## src/core/port_b_mux_regs.svh

```systemverilog
// Purpose: constants for the port b alternate-function override logic
// Assumes: pin bits 7..1 handled, bit 0 outside this block
// Notes: usi mode and clock source encodings are local choices
`ifndef PORT_B_MUX_REGS_SVH
`define PORT_B_MUX_REGS_SVH
`define PIN_COUNT     8
`define BIT_RESET     7
`define BIT_EXT_IRQ   6
`define BIT_OSC_OUT   5
`define BIT_OSC_IN    4
`define BIT_CMP_B     3
`define BIT_SCLK      2
`define BIT_SDATA     1
`define FUSE_RESET_ON 1'b1
`define OUT_RESET     8'h00
`endif

```

## src/core/port_b_mux_pkg.sv

```systemverilog
// Purpose: types for the port b alternate-function override logic
// Assumes: none
// Notes: encodings are local choices
package port_b_mux_pkg;
	typedef enum logic [1:0] {
		USI_OFF       = 2'b00,
		USI_THREE     = 2'b01,
		USI_TWO       = 2'b10,
		USI_RSVD      = 2'b11
	} usi_mode_t;
	typedef enum logic [1:0] {
		CLK_CRYSTAL   = 2'b00,
		CLK_RC        = 2'b01,
		CLK_EXTERNAL  = 2'b10,
		CLK_PLL       = 2'b11
	} clk_src_t;
endpackage : port_b_mux_pkg

```

## src/core/port_b_alt_function_mux.sv

```systemverilog
// Purpose: per-pin override of port b bits 7..1 by alternate functions
// Assumes: all inputs synchronous to clock
// Notes: bit 0 outputs held at reset value; one cycle registered latency
`timescale 1ns/1ns
`include "port_b_mux_regs.svh"
`default_nettype none
module port_b_alt_function_mux
	import port_b_mux_pkg::*;
#(
	parameter int PIN_COUNT = `PIN_COUNT
)
(
	input  wire logic        clock,
	input  wire logic        reset_n,
	input  wire logic [7:0]  direction_reg,
	input  wire logic [7:0]  out_latch,
	input  wire logic [7:0]  pin_in,
	input  wire logic        global_irq_enable,
	input  wire logic        pin_change_irq_group_high,
	input  wire logic        pin_change_irq_group_low,
	input  wire logic        reset_pin_disable_fuse,
	input  wire logic        external_irq_zero,
	input  wire logic        ext_irq_low_level,
	input  wire logic        clock_select_bit2,
	input  wire logic        clock_select_bit1,
	input  wire clk_src_t    clock_source,
	input  wire usi_mode_t   usi_mode,
	input  wire logic        spi_prog_enable,
	input  wire logic        usi_start_detect,
	input  wire logic        usi_data_out,
	input  wire logic        compare_a_output,
	input  wire logic        compare_a_enable,
	input  wire logic        compare_b_output,
	input  wire logic        compare_b_enable,
	input  wire logic        compare_b_inv_enable,
	input  wire logic        sleep_mode,
	output logic [7:0]       pad_out_ff,
	output logic [7:0]       pad_oe_ff,
	output logic [7:0]       pull_up_ff,
	output logic [7:0]       din_enable_ff,
	output logic [7:0]       pin_change_en_ff,
	output logic             ext_reset_n_ff,
	output logic             ext_irq_zero_in_ff,
	output logic             counter_zero_ext_clock_pin_ff,
	output logic             osc_input_pin_ff
);
	logic [7:0] nxt_pad_out;
	logic [7:0] nxt_pad_oe;
	logic [7:0] nxt_pull_up;
	logic [7:0] nxt_din_enable;
	logic [7:0] nxt_pin_change_en;
	logic [7:0] alt_mask;
	logic [7:0] grp_en;
	logic       nxt_ext_reset_n;
	logic       nxt_ext_irq;
	logic       nxt_cnt_clk;
	logic       nxt_osc_in;
	logic       reset_use;
	logic       cnt_clk_use;
	logic       osc_out_use;
	logic       osc_in_use;
	logic       usi_on;
	logic       sclk_use;
	logic       sdata_use;

	// the override map is wired for exactly one eight-bit port
	if (PIN_COUNT != 8) begin : g_bad_width
		$error("port width must be eight");
	end

	always_comb begin
		reset_use   = reset_pin_disable_fuse == `FUSE_RESET_ON;
		cnt_clk_use = clock_select_bit2 & clock_select_bit1;
		osc_out_use = clock_source == CLK_CRYSTAL;
		osc_in_use  = (clock_source == CLK_CRYSTAL)
			| (clock_source == CLK_EXTERNAL);
		usi_on      = (usi_mode == USI_THREE) | (usi_mode == USI_TWO);
		sclk_use    = usi_on | spi_prog_enable;
		sdata_use   = (usi_mode == USI_THREE) & direction_reg[`BIT_SDATA];
		alt_mask = 8'h00;
		alt_mask[`BIT_RESET]   = reset_use;
		alt_mask[`BIT_EXT_IRQ] = (external_irq_zero & ext_irq_low_level)
			| cnt_clk_use;
		alt_mask[`BIT_OSC_OUT] = osc_out_use;
		alt_mask[`BIT_OSC_IN]  = osc_in_use;
		alt_mask[`BIT_CMP_B]   = compare_b_enable;
		alt_mask[`BIT_SCLK]    = compare_b_inv_enable | sclk_use;
		alt_mask[`BIT_SDATA]   = compare_a_enable | sdata_use;
		grp_en = {{4{pin_change_irq_group_high}},
			{4{pin_change_irq_group_low}}};
		// output direction deliberately ignored here
		nxt_pin_change_en = {8{global_irq_enable}} & grp_en
			& ~alt_mask;
		nxt_pin_change_en[0] = 1'b0;
		nxt_pad_out    = out_latch;
		nxt_pad_oe     = direction_reg;
		nxt_pull_up    = out_latch & ~direction_reg;
		nxt_din_enable = sleep_mode ? nxt_pin_change_en : 8'hff;
		if (reset_use) begin
			nxt_pad_oe[`BIT_RESET]     = 1'b0;
			nxt_pull_up[`BIT_RESET]    = 1'b1;
			nxt_din_enable[`BIT_RESET] = 1'b0;
		end
		if (osc_out_use) begin
			nxt_pad_oe[`BIT_OSC_OUT]  = 1'b0;
			nxt_pull_up[`BIT_OSC_OUT] = 1'b0;
		end
		if (osc_in_use) begin
			nxt_pad_oe[`BIT_OSC_IN]  = 1'b0;
			nxt_pull_up[`BIT_OSC_IN] = 1'b0;
		end
		if (compare_b_enable & direction_reg[`BIT_CMP_B])
			nxt_pad_out[`BIT_CMP_B] = compare_b_output;
		if (spi_prog_enable) begin
			nxt_pad_oe[`BIT_SCLK] = 1'b0;
		end else if (usi_mode == USI_TWO) begin
			// open drain: drive only the low level
			nxt_pad_out[`BIT_SCLK] = 1'b0;
			nxt_pad_oe[`BIT_SCLK]  = direction_reg[`BIT_SCLK]
				& (~out_latch[`BIT_SCLK] | usi_start_detect);
			nxt_pull_up[`BIT_SCLK] = 1'b0;
		end else if (usi_mode == USI_THREE) begin
			nxt_pad_oe[`BIT_SCLK] = direction_reg[`BIT_SCLK];
		end else if (compare_b_inv_enable & direction_reg[`BIT_SCLK]) begin
			nxt_pad_out[`BIT_SCLK] = ~compare_b_output;
		end
		if (sdata_use)
			nxt_pad_out[`BIT_SDATA] = usi_data_out;
		else if (compare_a_enable & direction_reg[`BIT_SDATA]
			& ~usi_on & ~spi_prog_enable)
			nxt_pad_out[`BIT_SDATA] = compare_a_output;
		nxt_pad_out[0]    = 1'b0;
		nxt_pad_oe[0]     = 1'b0;
		nxt_pull_up[0]    = 1'b0;
		nxt_din_enable[0] = 1'b0;
		nxt_ext_reset_n = reset_use ? pin_in[`BIT_RESET] : 1'b1;
		nxt_ext_irq = external_irq_zero & pin_in[`BIT_EXT_IRQ];
		nxt_cnt_clk = cnt_clk_use & pin_in[`BIT_EXT_IRQ];
		nxt_osc_in  = osc_in_use & pin_in[`BIT_OSC_IN];
	end

	always_ff @(posedge clock) begin
		if (!reset_n) begin
			pad_out_ff                    <= `OUT_RESET;
			pad_oe_ff                     <= `OUT_RESET;
			pull_up_ff                    <= `OUT_RESET;
			din_enable_ff                 <= `OUT_RESET;
			pin_change_en_ff              <= `OUT_RESET;
			ext_reset_n_ff                <= 1'b1;
			ext_irq_zero_in_ff            <= 1'b0;
			counter_zero_ext_clock_pin_ff <= 1'b0;
			osc_input_pin_ff              <= 1'b0;
		end else begin
			pad_out_ff                    <= nxt_pad_out;
			pad_oe_ff                     <= nxt_pad_oe;
			pull_up_ff                    <= nxt_pull_up;
			din_enable_ff                 <= nxt_din_enable;
			pin_change_en_ff              <= nxt_pin_change_en;
			ext_reset_n_ff                <= nxt_ext_reset_n;
			ext_irq_zero_in_ff            <= nxt_ext_irq;
			counter_zero_ext_clock_pin_ff <= nxt_cnt_clk;
			osc_input_pin_ff              <= nxt_osc_in;
		end
	end
endmodule : port_b_alt_function_mux
`default_nettype wire

```

## config.mk

```make
export PLATFORM = sky130hd
export DESIGN_NAME = port_b_alt_function_mux
export DESIGN_NICKNAME = d
export VERILOG_FILES = /design/src/core/port_b_mux_pkg.sv /design/src/core/port_b_alt_function_mux.sv
export VERILOG_INCLUDE_DIRS = /design/src /design/src/core
export SDC_FILE = /design/constraint.sdc
export NUM_CORES = 1
export LEC_CHECK = 0
export ABC_CLOCK_PERIOD_IN_PS = 1300
export BUFFER_PORTS_ARGS = -buffer_cell sky130_fd_sc_hd__buf_2
export CORE_MARGIN = 2
export CORE_UTILIZATION = 39
export CTS_CLUSTER_SIZE = 40
export DETAILED_ROUTE_END_ITERATION = 8
export GPL_TIMING_DRIVEN = 0
export PLACE_DENSITY = 0.78
export REMOVE_ABC_BUFFERS = 1
export SYNTH_ARGS = -nofsm -noshare
export SYNTH_HDL_FRONTEND = slang
export SYNTH_SLANG_ARGS = --single-unit
export TNS_END_PERCENT = 100
```

## constraint.sdc

```tcl
create_clock -name clock -period 1.3 [get_ports clock]
set_input_delay 0.065 -clock clock [delete_from_list [all_inputs] [get_ports clock]]
set_output_delay 0.065 -clock clock [all_outputs]
set_load 0.1 [all_outputs]
```

; After elaboration in Yosys (flattened, before gate mapping)
; Index checks and enable logic that the tools add are counted.
[word_totals]
register_bits = 44
in_bits = 47
output_inout_bits = 44
wordCells = 71
[classes]
eq_ne = 3
mux = 12
n_bitwise = 29
n_reduce_logical = 6
[op_table]
columns = op, n
row1 = 8-bit bitwise AND, 3
row2 = 8-bit NOT, 2
row3 = 1-bit bitwise AND, 12
row4 = 1-bit two-way mux, 11
row5 = 8-bit two-way mux, 1
row6 = 2-bit OR reduction, 4
row7 = 1-bit OR, 7
row8 = 1-bit NOT, 5
row9 = "2-bit == test, second input constant", 2
row10 = "2-bit by 1-bit == test with 1-bit output, second input constant", 1
row11 = 2-bit zero test, 1
row12 = 2-bit AND reduction, 1

; Depth between registers and ports, before layout
; Gate-level depths: netlist of the first run.
[logic_depth]
ltp_word = 7
ltp_mapped = 5
mapped_depth_nobuf = 5

; Least setup slack after synthesis of the first run
; OpenSTA, ideal clock, no wires.
[synth_path]
kind = input to register
from = input port usi_mode[1]
to = register pad_out_ff[2]
setup_ns = 0.074
arrival_ns = 0.947
required_ns = 1.226
slack_ns = 0.279
cell_stages = 5
n_path_buf = 0
path_cell_list = inv_1 ha_1 nand3b_1 or4_1 a31oi_1
[synth_between]
elab_chain_cells = 4
word_cells_on_any_way = 5
cone_classes = eq/ne (2) / mux (3)
[synth_rtl]
columns = item, line_no
row1 = from (decl), port_b_alt_function_mux.sv:27  ; input wire usi_mode_t usi_mode,
row2 = 2-bit by 1-bit == test with 1-bit output, port_b_alt_function_mux.sv:122  ; end else if (usi_mode == USI_THREE) begin
row3 = 1-bit two-way mux, port_b_alt_function_mux.sv:122
row4 = 1-bit two-way mux *, port_b_alt_function_mux.sv:116  ; end else if (usi_mode == USI_TWO) begin
row5 = 1-bit two-way mux *, port_b_alt_function_mux.sv:114  ; if (spi_prog_enable) begin
row6 = to (signal assigned), port_b_alt_function_mux.sv:144  ; pad_out_ff <= `OUT_RESET;
row7 = to (signal assigned), port_b_alt_function_mux.sv:154  ; pad_out_ff <= nxt_pad_out;
row8 = to (decl), port_b_alt_function_mux.sv:37  ; output logic [7:0] pad_out_ff,
; Mark *: on every way between the ends. The rest lies on a longest branch, timed or not.
; A chain may end at the register's enable or synchronous reset.

; Worst setup path after layout of the first run
[layout_path]
from = input port direction_reg[2]
to = register pull_up_ff[2]
[layout_between]
elab_chain_cells = 4
[layout_rtl]
columns = item, line_no
row1 = from (decl), port_b_alt_function_mux.sv:15  ; input wire logic [7:0] direction_reg,
row2 = 8-bit NOT *, port_b_alt_function_mux.sv:97  ; nxt_pull_up = out_latch & ~direction_reg;
row3 = 8-bit bitwise AND *, port_b_alt_function_mux.sv:97
row4 = 1-bit two-way mux, port_b_alt_function_mux.sv:116
row5 = 1-bit two-way mux *, port_b_alt_function_mux.sv:114
row6 = to (signal assigned), port_b_alt_function_mux.sv:146  ; pull_up_ff <= `OUT_RESET;
row7 = to (signal assigned), port_b_alt_function_mux.sv:156  ; pull_up_ff <= nxt_pull_up;
row8 = to (decl), port_b_alt_function_mux.sv:39  ; output logic [7:0] pull_up_ff,
; Marked as above.

==> results of run 1 <==
[stage by stage]
stage	util, %	hold WS, ns	power, mW	cell area, um^2	setup WS [ns]
floorplan	-	0.134	1.84	1210	0.279
global placement	54.6	0.241	1.99	1650	0.132
detailed placement	54.6	0.245	1.99	1650	0.120
CTS	67.9	0.00462	2.62	2050	0.123
global route	68.2	0.00430	2.73	2060	0.0633
finish	68.2	0.00682	2.63	2060	0.0900
[critical path, delay by kind of cell]
kind / cells / cell delay (ns)
buffers and inverters: 3 / 1.24
and+or+nand+nor: 1 / 0.19
[per-layer routing]
| metal | up-vias | part of all wire [%] | wire length (um) |
|---|---|---|---|
| met4 | 0 | 1.7 | 57 |
| met2 | 57 | 51 | 1730 |
| li1 | 612 | - | - |
| met1 | 534 | 40 | 1360 |
| met5 | - | 0 | 0 |
| met3 | 5 | 7.4 | 252 |
[final cells by class]
type	instances	area (um^2)	area share, %
flip-flops and latches	39	781	37.8
repair buffers	114	751	36.4
multi-input cells	69	409	19.8
well taps	44	55.1	2.67
clock buffers	7	45.0	2.18
inverters	5	18.8	0.909
clock inverters	1	5.00	0.242
[power by group]
| part | switching, mW | total (mW) | leakage, nW | internal, mW |
|---|---|---|---|---|
| Combinational | 0.601 | 0.786 | 0.705 | 0.185 |
| Sequential | 0.0129 | 1.26 | 0.322 | 1.25 |
| Clock | 0.366 | 0.577 | 0.0293 | 0.211 |
[registers in the layout, summed over array words and instances (netlist names)]
signal and count:
pull_up_ff 7, pin_change_en_ff 7, ext_irq_zero_in_ff 1, ext_reset_n_ff 1, counter_zero_ext_clock_pin_ff 1, pad_out_ff 7, osc_input_pin_ff 1, din_enable_ff 7
pad_oe_ff 7
[logic make-up (layout without fill, tap and decap cells)]
| family | after synthesis | in the layout | share of synthesized area [%] |
|---|---|---|---|
| buf+inv | 12 | 127 | 5.34 |
| mux | 1 | 1 | 0.806 |
| other cells | 1 | 5 | 0.302 |
| flops | 39 | 39 | 62.9 |
| fa+ha+maj | 2 | 2 | 2.02 |
| simple gates | 50 | 50 | 23.8 |
| compound gates | 11 | 11 | 4.84 |
[cells in the mapped netlist (all sizes together)]
master	instances	area share (%)
nor2b	1	0.50
nand3	3	1.2
nor4b	2	1.9
buf	7	3.8
conb	1	0.30
a221oi	1	0.71
nand2b	2	1.0
nor3b	4	2.4
or4	1	0.61
nor2	9	2.7
nand3b	3	1.8
nand4b	2	1.4
and3	3	1.5
ha	2	2.0
nor3	2	0.81
a31oi	1	0.50
and2	7	3.5
dfxtp	39	63
inv	5	1.5
o21ai	4	1.6
a21oi	5	2.0
and2b	1	0.61
and4	1	0.71
or2b	1	0.61
nand2	8	2.4
mux2i	1	0.81
[placed cells by master, fill, tap and decap left out, drive strengths merged]
cell	synthesis	final
a21oi	5	5
a221oi	1	1
a31oi	1	1
and2	7	7
and2b	1	1
and3	3	3
and4	1	1
buf	7	78
clkbuf	0	7
clkinv	0	1
conb	1	5
dfxtp	39	39
dlygate4sd3	0	36
ha	2	2
inv	5	5
mux2i	1	1
nand2	8	8
nand2b	2	2
nand3	3	3
nand3b	3	3
nand4b	2	2
nor2	9	9
nor2b	1	1
nor3	2	2
nor3b	4	4
nor4b	2	2
o21ai	4	4
or2b	1	1
or4	1	1
[final timing paths]
| kind | end | slack (ns) | cells after the start |
|---|---|---|---|
| worst max-delay path | pull_up_ff[2] | 0.09 | 4 |
| worst min-delay path | pad_out_ff[3] | 0.007 | 3 |
==> impl_results.rst, run 1 <==
.. list-table::
   :header-rows: 1

   * - Metric
     - Value
   * - Maximum number of pins on one net before global-route repair
     - 21
   * - Result of the run
     - completed
   * - Final Cycle Share
     - 93.1%
   * - FP Rows
     - 20
   * - # setup viols final
     - 0
   * - Hold Path Origin
     - compare_b_output
   * - Delay of the slowest cell on the worst path
     - 0.56 ns
   * - Die X
     - 60.4 um
   * - Router iterations before antenna repair
     - 2
   * - Global-route met1 utilization
     - 20.3%
   * - Power per standard cell area
     - 1270 nW/um^2
   * - Maximum clock path buffer count
     - 2
   * - Hold/Removal Path Class
     - primary input to register
   * - Data required time at the worst endpoint
     - 1.59 ns
   * - Area of the die
     - 3650 um^2
   * - Max frequency
     - 826 MHz
   * - Inserted Clock Buffers
     - 5
   * - Number of nets in the layout
     - 283
   * - Post-Syn Instances
     - 116
   * - Peak VDD IR
     - 0.543 mV
   * - Max-capacitance violation count
     - 0
   * - Vias in the first global route
     - 1186
   * - Die height
     - 60.4 um
   * - Largest driver fanout on the critical path
     - 3
   * - Leakage power figure
     - 1.06 nW
   * - Synth unique cells
     - 28
   * - Post-route insts no fill
     - 279
   * - Clock root buffer
     - clkbuf_4
   * - HPWL after detailed placement
     - 2.14 mm
   * - Count of pins over their slew limit
     - 0
   * - Antenna violations before repair
     - 0
   * - Count of buffers added by post-CTS timing repair for setup
     - 0
   * - CTS tree
     - done
   * - Setup crit start kind
     - primary input
   * - Effective utilization at floorplan
     - 41.0%
   * - Gp weighted congestion
     - 0.720
   * - Flops & latches, synth
     - 39
   * - All-Layer GR Usage
     - 19.2%
   * - H-tree levels
     - 2
   * - DRC violation count after routing
     - 0
   * - Cell repeated most along the worst path
     - dlygate4sd3_1
   * - Final wirelength
     - 3.40 mm
   * - Detailed-route vias per instance
     - 4.33
   * - Fraction of the yosys area taken by sequential cells
     - 62.9%
   * - M3 GR Usage
     - 6.40%
   * - Area of the mapped netlist
     - 1240 um^2
   * - Top Usage Layer GRT
     - met2
   * - Number of input and output port buffers inserted
     - 78
   * - Number of filler cells placed in the layout
     - 232
   * - Critical path class
     - primary input to register
   * - Number of sinks on the clock net
     - 39
   * - Routed wirelength normalized by instance count
     - 12.2 um
   * - Sum of overflow across all layers after global routing
     - 0
   * - # hold bufs at CTS
     - 35
   * - RSZ-0062 raised after global routing
     - no
   * - Cells traversed along the worst timing path
     - dlygate4sd3_1, buf_2, nor3_1, dlygate4sd3_1
   * - Remaining antenna violation count after routing
     - 0
   * - Proportion of layout cells with a drive suffix above 1
     - 36.2%
   * - Placed cell count
     - 235
   * - I/O pins
     - 91
   * - Diode insertion count for antenna repair
     - 0
   * - Kind of end point of the critical path
     - register
   * - Area of the core region
     - 3030 um^2
   * - Critical path origin
     - direction_reg[2]
   * - Synth Area per Inst
     - 10.7 um^2
   * - Global Route met2 Usage
     - 35.1%
   * - Synth-to-layout area growth
     - 66.3%
   * - Total via count in the routed design
     - 1208
   * - Slowest-stage cell, CP
     - dlygate4sd3_1
   * - Post-route setup TNS
     - 0 ns
   * - Number of DRC violations after detailed-routing iteration 0
     - 17
   * - Yosys warns
     - 0
   * - Number of failing hold endpoints at the final stage
     - 0
   * - Min Tclk post-route
     - 1.21 ns
   * - Clock transition at the register clock pins on the worst setup and hold paths after CTS
     - 0.10 ns
   * - Post_cts resized
     - 0
   * - Global-route wire length before repair
     - 5.06 mm
   * - Arrival time at the worst endpoint
     - 1.50 ns
No activity file was read; power rests on OpenSTA's default activity.
==> run 2: changes to the inputs <==
--- a/config.mk
+++ b/config.mk
@@ -8,11 +8,10 @@
 export LEC_CHECK = 0
 export ABC_CLOCK_PERIOD_IN_PS = 1300
 export BUFFER_PORTS_ARGS = -buffer_cell sky130_fd_sc_hd__buf_2
-export CORE_MARGIN = 2
 export CORE_UTILIZATION = 39
+export CTS_BUF_LIST = sky130_fd_sc_hd__clkbuf_8 sky130_fd_sc_hd__clkbuf_16
 export CTS_CLUSTER_SIZE = 40
 export DETAILED_ROUTE_END_ITERATION = 8
-export GPL_TIMING_DRIVEN = 0
 export PLACE_DENSITY = 0.78
 export REMOVE_ABC_BUFFERS = 1
 export SYNTH_ARGS = -nofsm -noshare
==> run 2 against run 1 <==
Final cell count is 3.9% lower. Non-clock buffer count is 11 lower. Combinational power fell by 3.6%. Largest power group unchanged.
==> impl_results.rst, run 2 (synthesized netlist as in run 1, its figures left out) <==
.. list-table::
   :header-rows: 1

   * - Metric
     - Value
   * - Number of DRC violations after detailed-routing iteration 0
     - 21 (+4)
   * - Critical path class
     - primary input to register
   * - Proportion of power drawn by the clock network
     - 33.7% (+12 points)
   * - Worst hold stages
     - 3 (unchanged)
   * - FP Rows
     - 20 (unchanged)
   * - Maximum number of pins on one net before global-route repair
     - 16 (-24%)
   * - Dpl ws
     - 0.138 ns (+0.0179 ns)
   * - Data required time at the worst endpoint
     - 1.48 ns (-0.11 ns)
   * - Area of the core region
     - 3030 um^2 (unchanged)
   * - Inserted Clock Buffers
     - 5 (unchanged)
   * - Post_cts resized
     - 0 (unchanged)
   * - Sequential cell area
     - 781 um^2 (unchanged)
   * - Largest driver fanout on the critical path
     - 1 (-2)
   * - Number of nets in the layout
     - 272 (-3.9%)
   * - DRC violation count after routing
     - 0 (unchanged)
   * - Proportion of layout cells with a drive suffix above 1
     - 39.7% (+3.6 points)
   * - RSZ-0062 raised after global routing
     - no
   * - Hold/Removal Path Class
     - primary input to register
   * - Leakage power figure
     - 1.04 nW (-1.7%)
   * - Kind of end point of the critical path
     - register
   * - Most frequent cells in the layout
     - buf_2 (78), dfxtp_1 (39), dlygate4sd3_1 (23)
   * - H-tree levels
     - 2 (unchanged)
   * - Die height
     - 58.4 um (-3.3%)
   * - Power Internal
     - 2.04 mW (+24%)
   * - Gp weighted congestion
     - 0.720 (about the same)
   * - Sequential fraction of design power
     - 41.4% (-6.7 points)
   * - Maximum clock path buffer count
     - 2 (unchanged)
   * - Vias in the first global route
     - 1027 (-13%)
   * - Number of sinks on the clock net
     - 39 (unchanged)
   * - Max frequency
     - 822 MHz (-0.54%)
   * - Clock root buffer
     - clkbuf_8
   * - Min Tclk post-route
     - 1.22 ns (+0.00656 ns)
   * - Switching Power
     - 1.01 mW (+3.2%)
   * - Portion of total power attributed to combinational logic
     - 24.9% (-5.0 points)
   * - Result of the run
     - completed
   * - Critical path origin
     - pin_in[7]
   * - Die X
     - 58.4 um (-3.3%)
   * - Routed wirelength normalized by instance count
     - 11.1 um (-9.2%)
   * - Post-route setup TNS
     - 0 ns (unchanged)
   * - Clock transition at the register clock pins on the worst setup and hold paths after CTS
     - 0.07 ns (-0.03 ns)
   * - Final Cycle Share
     - 93.6% (+0.50 points)
   * - Switch share
     - 33.2% (-4.1 points)
   * - Router iterations before antenna repair
     - 4 (+2)
   * - Number of input and output port buffers inserted
     - 78 (unchanged)
   * - Final wirelength
     - 2.96 mm (-13%)
   * - Peak VDD IR
     - 0.578 mV (+6.4%)
   * - Timing endpoint of the critical path
     - ext_reset_n_ff
   * - Number of filler cells placed in the layout
     - 250 (+7.8%)
   * - Arrival time at the worst endpoint
     - 1.40 ns (-0.10 ns)
   * - Detailed-route vias per instance
     - 4.30 (-0.72%)
   * - Number of failing hold endpoints at the final stage
     - 0 (unchanged)
   * - Pwr Total
     - 3.05 mW (+16%)
   * - Most common cell after layout, fill and taps aside
     - buf_2
   * - Synth-to-layout area growth
     - 62.5%
   * - HPWL after detailed placement
     - 2.09 mm (-2.3%)
   * - Setup crit start kind
     - primary input
   * - Max-capacitance violation count
     - 0 (unchanged)
   * - Area of the die
     - 3410 um^2 (-6.5%)
   * - Diode insertion count for antenna repair
     - 0 (unchanged)
   * - Antenna violations before repair
     - 0 (unchanged)
   * - I/O pins
     - 91 (unchanged)
   * - Remaining antenna violation count after routing
     - 0 (unchanged)
   * - All-Layer GR Usage
     - 18.9% (-0.30 points)
   * - Total via count in the routed design
     - 1152 (-4.6%)
   * - Sum of overflow across all layers after global routing
     - 0 (unchanged)
   * - Area of the multi-input gates
     - 409 um^2 (unchanged)
   * - Global-route wire length before repair
     - 4.62 mm (-8.6%)
   * - Count of pins over their slew limit
     - 0 (unchanged)
   * - Effective utilization at floorplan
     - 41.0% (unchanged)
   * - CTS tree
     - done
   * - Power per standard cell area
     - 1510 nW/um^2 (+19%)
   * - Fin worst setup slack
     - 0.0834 ns (-0.00656 ns)
   * - # setup viols final
     - 0 (unchanged)
==> run 2: cell count changes in the layout (fill, tap and decap cells not counted), sizes merged <==
cell	delta
buf	+2
bufinv	+1
clkbuf	-1
dlygate4sd3	-13
==> run 2: worst min path at each step <==
stage | from | endpoint
6_report | direction_reg[7] | pad_oe_ff[7]
5_1_grt | spi_prog_enable | pin_change_en_ff[2]
4_1_cts | pin_in[4] | osc_input_pin_ff
3_5_place_dp | direction_reg[4] | pull_up_ff[4]
3_3_place_gp | direction_reg[6] | pull_up_ff[6]
2_1_floorplan | reset_pin_disable_fuse | din_enable_ff[7]
==> run 2: metrics by stage <==
stage | cell area [um^2] | hold slack [ns] | util [%] | std cells
after floorplan | 1210 | 0.134 | - | 113
after global placement | 1670 | 0.241 | 55.1 | 237
after detailed placement | 1670 | 0.243 | 55.1 | 237
after CTS | 2010 | 0.00439 | 66.3 | 267
after global routing | 2020 | 0.0248 | 66.6 | 268
final | 2020 | 0.0215 | 66.6 | 268
==> run 2: timing repair <==
action,in CTS,in global routing
setup buffers,0,0
endpoints found under the setup margin,0,0
hold endpoints to repair,21,1
hold buffers,22,1
==> run 2: final cells by class <==
class,instances,share of cell area [%]
sequential,39,38.7
timing repair buffer,103,31.5
multi-input combinational,69,20.3
clock buffer,6,4.09
tap,44,2.73
clock inverter,2,1.74
inverter,5,0.931
==> run 2: power by group through the flow <==
| stage | logic [mW] | clock network (mW) | registers (mW) |
|---|---|---|---|
| 2_1_floorplan | 0.128 | 0 | 1.71 |
| 3_3_place_gp | 0.703 | 0 | 1.29 |
| 3_5_place_dp | 0.705 | 0 | 1.29 |
| 4_1_cts | 0.755 | 1.05 | 1.26 |
| 5_1_grt | 0.790 | 1.10 | 1.27 |
| 6_report | 0.758 | 1.03 | 1.26 |
==> run 2: critical path: stages <==
cell and delay (ns):
dlygate4sd3_1 0.54, buf_2 0.12, nand3b_1 0.13, dlygate4sd3_1 0.55
==> run 2: per-layer routing <==
metal,share of wire (%),global-route usage [%],vias up
met3,7.6,6.37,7
met2,48,32.2,55
met1,42,20.3,500
met4,2.4,11.2,0
met5,0,0,-
li1,-,-,590
